$ cat src/epf_refresh_timer.sv
// Purpose: shared constants and types for pause flow control, plus the
//          per-channel refresh timer.
// Assumes: one core clock; all inputs come from logic on that clock.
// Notes:   interval counts core clock cycles; zero turns refresh off.
package epf_pkg;
  localparam int NCH = 9;
  localparam int GLOB_IDX = 8;
  localparam logic [15:0] ETYPE_MAC_CTL = 16'h8808;
  localparam logic [15:0] OPC_GLOBAL = 16'h0001;
  localparam logic [15:0] OPC_PRIO = 16'h0101;
  localparam logic [47:0] MCAST_CTL_DA = 48'h0180C2000001;
  localparam logic [15:0] TIMER_RST = 16'h0000;
  localparam logic [8:0] CH_NONE = 9'h000;
  // Decoded MAC control frame from the receive parser
  typedef struct packed {
    logic [47:0] da;
    logic [47:0] sa;
    logic [15:0] etype;
    logic [15:0] opcode;
    logic [7:0] class_en;
    logic [7:0][15:0] quanta;
  } epf_rx_ctl_t;
  // Pause frame order handed to the transmit framer
  typedef struct packed {
    logic is_global;
    logic [7:0] class_en;
    logic [8:0][15:0] quanta;
  } epf_tx_ctl_t;
endpackage

module epf_refresh_timer (
  input wire logic core_clk_in,
  input wire logic rst_n_in,
  input wire logic run_in,
  input wire logic restart_in,
  input wire logic [15:0] interval_in,
  output logic expire_out
);
  import epf_pkg::*;
  logic [15:0] cnt_reg;
  logic [15:0] cnt_next;
  logic hit;

  // Terminal count; a zero interval never fires
  // Compare is >= so an interval cut below the running count fires at once, not after a wrap
  assign hit = run_in && !restart_in && (interval_in != TIMER_RST) && (cnt_reg >= interval_in);
  assign cnt_next = (!run_in || restart_in || hit) ? TIMER_RST : cnt_reg + 16'h0001;

  // Counter and registered expiry pulse
  always_ff @(posedge core_clk_in) begin
    if (!rst_n_in) begin
      cnt_reg <= TIMER_RST;
      expire_out <= 1'b0;
    end else begin
      cnt_reg <= cnt_next;
      expire_out <= hit;
    end
  end
endmodule

$ cat src/epf_pause_ctl.sv
// Purpose: receive pause validation and request tracking, transmit pause
//          scheduling with refresh and resend.
// Assumes: parser and framer sit on core_clk_in; no synchronisers needed.
// Notes:   one frame in flight at a time; global pause goes before priority.

module epf_pause_ctl (
  input wire logic core_clk_in,
  input wire logic rst_n_in,
  input wire logic rx_ctl_valid_in,
  input wire epf_pkg::epf_rx_ctl_t rx_ctl_in,
  input wire logic [47:0] station_addr_in,
  input wire logic [47:0] pause_src_addr_in,
  input wire logic glob_pause_rx_en_in,
  input wire logic glob_pause_chk_unicast_da_in,
  input wire logic glob_pause_chk_src_addr_in,
  input wire logic glob_pause_chk_ethertype_in,
  input wire logic glob_pause_chk_opcode_in,
  input wire logic prio_pause_rx_en_in,
  input wire logic prio_pause_chk_multicast_da_in,
  input wire logic prio_pause_chk_unicast_da_in,
  input wire logic prio_pause_chk_src_addr_in,
  input wire logic prio_pause_chk_ethertype_in,
  input wire logic prio_pause_chk_opcode_in,
  input wire logic [8:0] rx_pause_prio_enable_in,
  input wire logic [8:0] rx_pause_acknowledge_in,
  output logic [8:0] rx_pause_req_out,
  output logic [8:0] rx_pause_valid_out,
  output logic [8:0][15:0] rx_pause_quanta_out,
  input wire logic [8:0] tx_pause_request_in,
  input wire logic [8:0][15:0] tx_pause_quanta_in,
  input wire logic [8:0][15:0] tx_pause_refresh_interval_in,
  input wire logic tx_pause_resend_in,
  input wire logic [8:0] tx_pause_prio_enable_in,
  output logic tx_ctl_valid_out,
  output epf_pkg::epf_tx_ctl_t tx_ctl_out,
  input wire logic tx_ctl_ready_in,
  input wire logic tx_ctl_done_in,
  output logic [8:0] tx_pause_valid_out
);
  import epf_pkg::*;

  typedef enum logic [1:0] {TX_IDLE, TX_OFFER, TX_FLIGHT} epf_tx_state_t;

  logic da_is_mcast, da_is_ucast, sa_ok, etype_ok;
  logic g_ok, p_ok;
  logic [8:0] rx_hit;
  logic [8:0] req_reg;
  logic [8:0] rx_valid_reg;
  logic [8:0][15:0] rx_quanta_reg;

  // Field compares for both frame kinds; the multicast DA compare is used by the priority checks only
  assign da_is_mcast = rx_ctl_in.da == MCAST_CTL_DA;
  assign da_is_ucast = rx_ctl_in.da == station_addr_in;
  assign sa_ok = rx_ctl_in.sa == pause_src_addr_in;
  assign etype_ok = rx_ctl_in.etype == ETYPE_MAC_CTL;

  // global checks
  // An odd opcode with checks off is a candidate for both kinds
  assign g_ok = rx_ctl_valid_in && glob_pause_rx_en_in
    && (rx_ctl_in.opcode != OPC_PRIO)
    && (!glob_pause_chk_unicast_da_in || da_is_ucast)
    && (!glob_pause_chk_src_addr_in || sa_ok)
    && (!glob_pause_chk_ethertype_in || etype_ok)
    && (!glob_pause_chk_opcode_in || rx_ctl_in.opcode == OPC_GLOBAL);

  // priority checks
  // DA passes on any enabled match, or freely when both are off
  assign p_ok = rx_ctl_valid_in && prio_pause_rx_en_in
    && (rx_ctl_in.opcode != OPC_GLOBAL)
    && ((!prio_pause_chk_multicast_da_in && !prio_pause_chk_unicast_da_in)
        || (prio_pause_chk_multicast_da_in && da_is_mcast)
        || (prio_pause_chk_unicast_da_in && da_is_ucast))
    && (!prio_pause_chk_src_addr_in || sa_ok)
    && (!prio_pause_chk_ethertype_in || etype_ok)
    && (!prio_pause_chk_opcode_in || rx_ctl_in.opcode == OPC_PRIO);

  // Global wins if a frame qualifies as both
  assign rx_hit = g_ok ? {1'b1, 8'h00} : (p_ok ? {1'b0, rx_ctl_in.class_en} : CH_NONE);

  genvar gi;
  generate
    for (gi = 0; gi < NCH; gi++) begin : g_rxq
      always_ff @(posedge core_clk_in) begin
        if (!rst_n_in) begin
          rx_quanta_reg[gi] <= TIMER_RST;
        end else if (rx_hit[gi]) begin
          rx_quanta_reg[gi] <= rx_ctl_in.quanta[(gi == GLOB_IDX) ? 0 : gi];
        end
      end
    end
  endgenerate

  // request hold; a new frame beats a same-cycle acknowledge
  always_ff @(posedge core_clk_in) begin
    if (!rst_n_in) begin
      req_reg <= CH_NONE;
      rx_valid_reg <= CH_NONE;
    end else begin
      req_reg <= (req_reg & ~rx_pause_acknowledge_in) | rx_hit;
      rx_valid_reg <= rx_hit;
    end
  end

  // enable masks only what the user sees
  assign rx_pause_req_out = req_reg & rx_pause_prio_enable_in;
  assign rx_pause_valid_out = rx_valid_reg & rx_pause_prio_enable_in;
  assign rx_pause_quanta_out = rx_quanta_reg;

  // Transmit side
  epf_tx_state_t state_reg;
  logic [8:0] tx_active, active_d_reg, pend_reg, pend_next, expire, restart;
  logic [8:0] issue_bits, sent_reg, tx_vld_reg;
  logic [8:0] pend_live;
  logic issue;
  epf_tx_ctl_t frame_reg;

  // channel live only while requested and enabled
  assign tx_active = tx_pause_request_in & tx_pause_prio_enable_in;
  // Pending masked by live request, so a channel disabled this cycle is never issued
  assign pend_live = pend_reg & tx_active;
  // global goes alone, else all pending priorities share one frame
  assign issue_bits = pend_live[GLOB_IDX] ? {1'b1, 8'h00} : {1'b0, pend_live[7:0]};
  assign issue = (state_reg == TX_IDLE) && (pend_live != CH_NONE);

  // timers restart on start, on send and on resend
  assign restart = (tx_active & ~active_d_reg)
    | ((state_reg == TX_FLIGHT && tx_ctl_done_in) ? sent_reg : CH_NONE)
    | (tx_pause_resend_in ? tx_active : CH_NONE);

  generate
    for (gi = 0; gi < NCH; gi++) begin : g_tmr
      epf_refresh_timer u_tmr (
        .core_clk_in(core_clk_in),
        .rst_n_in(rst_n_in),
        .run_in(tx_active[gi]),
        .restart_in(restart[gi]),
        .interval_in(tx_pause_refresh_interval_in[gi]),
        .expire_out(expire[gi])
      );
    end
  endgenerate

  // pending set; sets win over the issue clear
  assign pend_next = ((pend_reg & ~(issue ? issue_bits : CH_NONE))
    | (tx_active & ~active_d_reg) | expire
    | (tx_pause_resend_in ? tx_active : CH_NONE)) & tx_active;

  always_ff @(posedge core_clk_in) begin
    if (!rst_n_in) begin
      pend_reg <= CH_NONE;
      active_d_reg <= CH_NONE;
    end else begin
      pend_reg <= pend_next;
      active_d_reg <= tx_active;
    end
  end

  // Offer, hand over, then wait for the framer to finish
  always_ff @(posedge core_clk_in) begin
    if (!rst_n_in) begin
      state_reg <= TX_IDLE;
      frame_reg <= '0;
      sent_reg <= CH_NONE;
      tx_vld_reg <= CH_NONE;
    end else begin
      tx_vld_reg <= CH_NONE;
      unique case (state_reg)
        TX_IDLE: begin
          if (issue) begin
            state_reg <= TX_OFFER;
            sent_reg <= issue_bits;
            frame_reg.is_global <= issue_bits[GLOB_IDX];
            frame_reg.class_en <= issue_bits[7:0];
            frame_reg.quanta <= tx_pause_quanta_in;
          end
        end
        TX_OFFER: begin
          if (tx_ctl_ready_in) begin
            state_reg <= TX_FLIGHT;
          end
        end
        TX_FLIGHT: begin
          if (tx_ctl_done_in) begin
            state_reg <= TX_IDLE;
            tx_vld_reg <= sent_reg;
          end
        end
      endcase
    end
  end

  assign tx_ctl_valid_out = state_reg == TX_OFFER;
  assign tx_ctl_out = frame_reg;
  assign tx_pause_valid_out = tx_vld_reg;
endmodule

$ cat config.mk
export PLATFORM = sky130hd
export DESIGN_NAME = epf_pause_ctl
export DESIGN_NICKNAME = d
export VERILOG_FILES = /design/src/epf_refresh_timer.sv /design/src/epf_pause_ctl.sv
export SDC_FILE = /design/constraint.sdc
export NUM_CORES = 1
export LEC_CHECK = 0
export ABC_AREA = 1
export BUFFER_PORTS_ARGS = -buffer_cell sky130_fd_sc_hd__buf_4
export CORE_AREA = 2 2 404 406
export CTS_BUF_LIST = sky130_fd_sc_hd__clkbuf_2
export DETAILED_ROUTE_END_ITERATION = 10
export DIE_AREA = 0 0 406 408
export PLACE_DENSITY_LB_ADDON = 0.1
export SYNTH_ARGS = -nofsm -noshare
export SYNTH_HDL_FRONTEND = slang
export SYNTH_SLANG_ARGS = --single-unit
$ cat constraint.sdc
create_clock -name core_clk_in -period 3.78 [get_ports core_clk_in]
set_input_delay 0.378 -clock core_clk_in [delete_from_list [all_inputs] [get_ports core_clk_in]]
set_output_delay 0.378 -clock core_clk_in [all_outputs]
set_load 0.02 [all_outputs]
==> impl_results.md, run 1 <==
- Status: stopped before the end
- Stopped at: clock tree synthesis (4_1_cts)
- First Err: [ERROR RSZ-0060] Max buffer count reached.
- #FFs+latches synth: 497
- Synth warn: 0
- Post-CTS Resized: 0
- Sequential fraction of the synthesis area: 40.6%
- DIE WIDTH: 406 µm
- Yosys cell types: 47
- DP HPWL: 95.6 mm
- Synth Area in Adders: 7.96%
- Area share of the largest cell type after synthesis: 40.6%
- Cells after Synth: 3473
- Inst Count DP: 6582
- Clk sink count: 497
- Synth Area in Compound Gates: 7.96%
- Mapped cell area: 0.0245 mm²
- RePlAce Congestion: 0.843
- Input/output buffers: 1025
- Post-CTS Hold Fix Bufs: 1370
- Initial Utilization: 15.2%
- Total CTS buffers: 161
- Yosys top cell by area: dfxtp_1
- Synth area leaders: dfxtp_1 (41%), nor2_1 (13%), nand2_1 (9.5%), ha_1 (8.0%), inv_1 (7.1%)
- Synthesized area per cell: 7.06 µm²
- Row cnt: 148
- Htree depth: 4
- CTS root buf: clkbuf_2
- Mux contribution to synthesized area: 0%
- Die Ht: 408 µm
- Ys flop type: dfxtp_1
- Post-synthesis xor/xnor area fraction: 5.50%
- Ports: 1026
- Max Root-Sink Buffers: 3
- Syn_nets: 4330
- FFs w/ async S/R, synth: 0%
- Postcts setup bufs: 0
- EDFF count, synth: 0
- Largest family of logic cells by synthesized area: simple AND/OR/NAND/NOR gates
- Simple-Gate Fraction of Synth Area: 28.9%
[cells in the mapped netlist, types with 2 or more instances]
cell type    n
nand2_2      3
dfxtp_1    497
buf_4        7
or2_2       10
a21boi_0     8
or2_1        4
or2_0        3
nor3_1      54
nand3b_1     9
nand4_1     31
nor2_1     824
and3_1       8
nand2_1    622
o211ai_1     9
xnor2_1    100
nor2_8       2
inv_1      461
buf_2       22
nor4_1      45
nor2_2       5
a211oi_1     4
clkbuf_1    72
ha_1       156
xor2_1      54
buf_1        7
nor3b_1     21
a31oi_1      5
clkinv_1     2
nand3_1     77
o21ai_0    192
a21oi_1    136
a41oi_1      8
[through the flow]
stage	worst slack [ns]	hold slack (ns)	instance area, µm²
after floorplan	1.79	0.430	24500
after global placement	0.571	0.437	34700
after detailed placement	0.537	0.443	34700
[logic make-up after synthesis]
family	Yosys count
AND/OR/NAND/NOR	1725
adder cells (fa/ha/maj)	156
AO/OA/AOI/OAI	368
XOR/XNOR	154
flip-flops	497
buffers and inverters	573
==> run 2: changes to the inputs <==
--- a/config.mk
+++ b/config.mk
@@ -7,11 +7,10 @@
 export LEC_CHECK = 0
 export ABC_AREA = 1
 export BUFFER_PORTS_ARGS = -buffer_cell sky130_fd_sc_hd__buf_4
-export CORE_AREA = 2 2 404 406
-export CTS_BUF_LIST = sky130_fd_sc_hd__clkbuf_2
+export CORE_AREA = 2 2 398 400
 export DETAILED_ROUTE_END_ITERATION = 10
-export DIE_AREA = 0 0 406 408
-export PLACE_DENSITY_LB_ADDON = 0.1
+export DIE_AREA = 0 0 400 402
+export PLACE_DENSITY_LB_ADDON = 0.15
 export SYNTH_ARGS = -nofsm -noshare
 export SYNTH_HDL_FRONTEND = slang
 export SYNTH_SLANG_ARGS = --single-unit
==> run 2 against run 1 <==
Against the previous run:
- the flow now finishes without violations
- area after synthesis unchanged
- synthesized cell count unchanged
==> impl_results.md, run 2 <==
- Status: completed
- DP HPWL: 95.7 mm
- Fillers: 17.6k
- Cell with the most instances after synthesis: nor2_1
- Clk sink count: 497
- Fin util: 25.1%
- Leakage: 18.3 nW
- Initial DRT Pass Iterations: 4
- Tightest Pin Transition: 1.06 ns
- Share of cells above drive strength 1: 24.8%
- Setup TNS: 0 ns
- Vias in the first global route: 25.8k
- EDFF count, synth: 0
- Slew Limit Fails: 0
- RSZ-0062 raised after global routing: no
- Worst clock skew: 0.0426 ns
- Synthesized area per cell: 7.06 µm²
- Fin crit period: 2.87 ns
- Final setup violation count: 0
- DR vias: 25.9k
- #FFs+latches synth: 497
- Postcts setup bufs: 0
- Cell area power density: 399 mW/mm²
- Row cnt: 146
- CP max FO: 16
- Total CTS buffers: 69
- Htree depth: 3
- Max-slew headroom: 29.2%
- Final Hold Viols: 0
- Pin count of the biggest net entering global routing: 171
- RePlAce Congestion: 0.854
- IR drop worst, VDD: 0.292 mV
- Most common library cell in the layout ignoring fill and taps: buf_4
- Sequential fraction of the synthesis area: 40.6%
- Inst Count DP: 6485
- Crit Path Category: reg2reg
- ANT nets after route: 0
- CP Launch Type: flip-flop
- Ports: 1026
- Synth area leaders: dfxtp_1 (41%), nor2_1 (13%), nand2_1 (9.5%), ha_1 (8.0%), inv_1 (7.1%)
- Mapped cell area: 0.0245 mm²
- Syn_nets: 4330
- Die Ht: 402 µm
- WL per Instance: 17.0 µm
- Ys flop type: dfxtp_1
- CTS root buf: clkbuf_16
- Area Overhead vs Synth: 60.7%
- Critical Path RT: 4.30 ns
- PnR worst setup slack: 0.912 ns
- Input/output buffers: 1025
- Via density per instance: 3.77
- Initial Utilization: 15.6%
- GR Overflow Total: 0
- # nets final: 5587
- Yosys cell types: 47
- Worst Path Arrival: 3.39 ns
- Post-CTS Resized: 0
- Max_cap viols: 0
- Final non-filler cell total: 6864
- FFs w/ async S/R, synth: 0%
- Worst hold path class: in2reg
- Clock transition at the registers of the reported paths: 0.05 ns
- Routed wire length: 117 mm
- Final worst path period share: 75.9%
- Commonest cells after routing, fill and taps aside: buf_4 (1043), nor2_1 (824), nand2_1 (621)
- Yosys top cell by area: dfxtp_1
- Antenna violations before repair: 31
- Max Root-Sink Buffers: 3
- Multi-input logic area: 0.0124 mm²
- Total core area: 0.157 mm²
- Synth warn: 0
- Cells after Synth: 3473
- Post-synth top cells: nor2_1 (824), nand2_1 (622), dfxtp_1 (497)
- First-pass GRT wire length: 168 mm
- Total area of sequential cells: 0.00995 mm²
- Achievable Freq: 349 MHz
- Clk_lat worst skew: 0.65 ns
- Post-CTS Hold Fix Bufs: 246
- Total GRT Usage: 14.1%
- Die area: 0.161 mm²
- Critical Path Sink Type: flip-flop
- Area share of the largest cell type after synthesis: 40.6%
- DIE WIDTH: 400 µm
- CTS tree: yes
- Initial drt markers: 990
- Hold slack final: 0.0597 ns
- DRC: 0
- Post-Place Setup Slack: 0.785 ns
[run 2: layout make-up]
class,instances,share of cell area (%)
clock buffer,99,5.03
sequential,497,25.3
tap,2072,6.58
inverter,464,4.43
timing repair buffer,1295,26.4
multi-input combinational,2403,31.4
clock inverter,25,0.842
antenna,9,0.0572
[run 2: final timing paths]
| path | from | endpoint | slack, ns | depth (start not counted) |
|---|---|---|---|---|
| hold / removal | tx_pause_quanta_in[54] | tx_ctl_out[54] | 0.06 | 3 |
| setup / recovery | state_reg[0] | g_tmr[3].u_tmr.cnt_reg[13] | 0.91 | 11 |
| setup reg to reg | state_reg[0] | g_tmr[3].u_tmr.cnt_reg[13] | 0.91 | 11 |
| hold reg to reg | rx_pause_quanta_out[141] | rx_pause_quanta_out[141] | 0.45 | 2 |
[run 2: critical path: stages, from the launching register on]
cell	delay, ns
dfxtp_1	0.32
inv_1	0.08
ha_1	0.17
nand2_1	0.11
inv_1	0.29
nand2_1	0.16
nand4_1	0.14
buf_4	0.22
a31oi_1	0.06
nand2_1	0.36
nand2_1	0.49
a211oi_1	0.32
[run 2: layer usage]
metal,part of all wire (%),GRT usage [%]
met5,0.066,0
met4,2.7,4.05
met3,8.0,5.20
met2,46,22.9
met1,43,17.2
[run 2: kinds of logic after synthesis]
group | synth area share [%]
xor gates and xnor gates | 5.50
and+or+nand+nor | 28.9
DFF | 40.6
adders and majority gates | 7.96
AOI/OAI and AO/OA | 7.96
buffers and inverters | 9.03
[run 2: per-stage QoR]
stage | instance area, µm² | power (mW)
finish | 39400 | 15.7
detailed placement | 34600 | 8.93
floorplan | 24500 | 7.25
CTS | 39400 | 16.1
global route | 39400 | 16.6
global placement | 34600 | 8.93
[run 2: report_power, final]
part	leakage [nW]	total [mW]	internal (mW)	switching, mW
clock	1.14	6.73	4.02	2.71
sequential	4.03	5.77	5.58	0.193
combinational	13.2	3.22	1.47	1.75
Power figures use the tool's default switching activity.
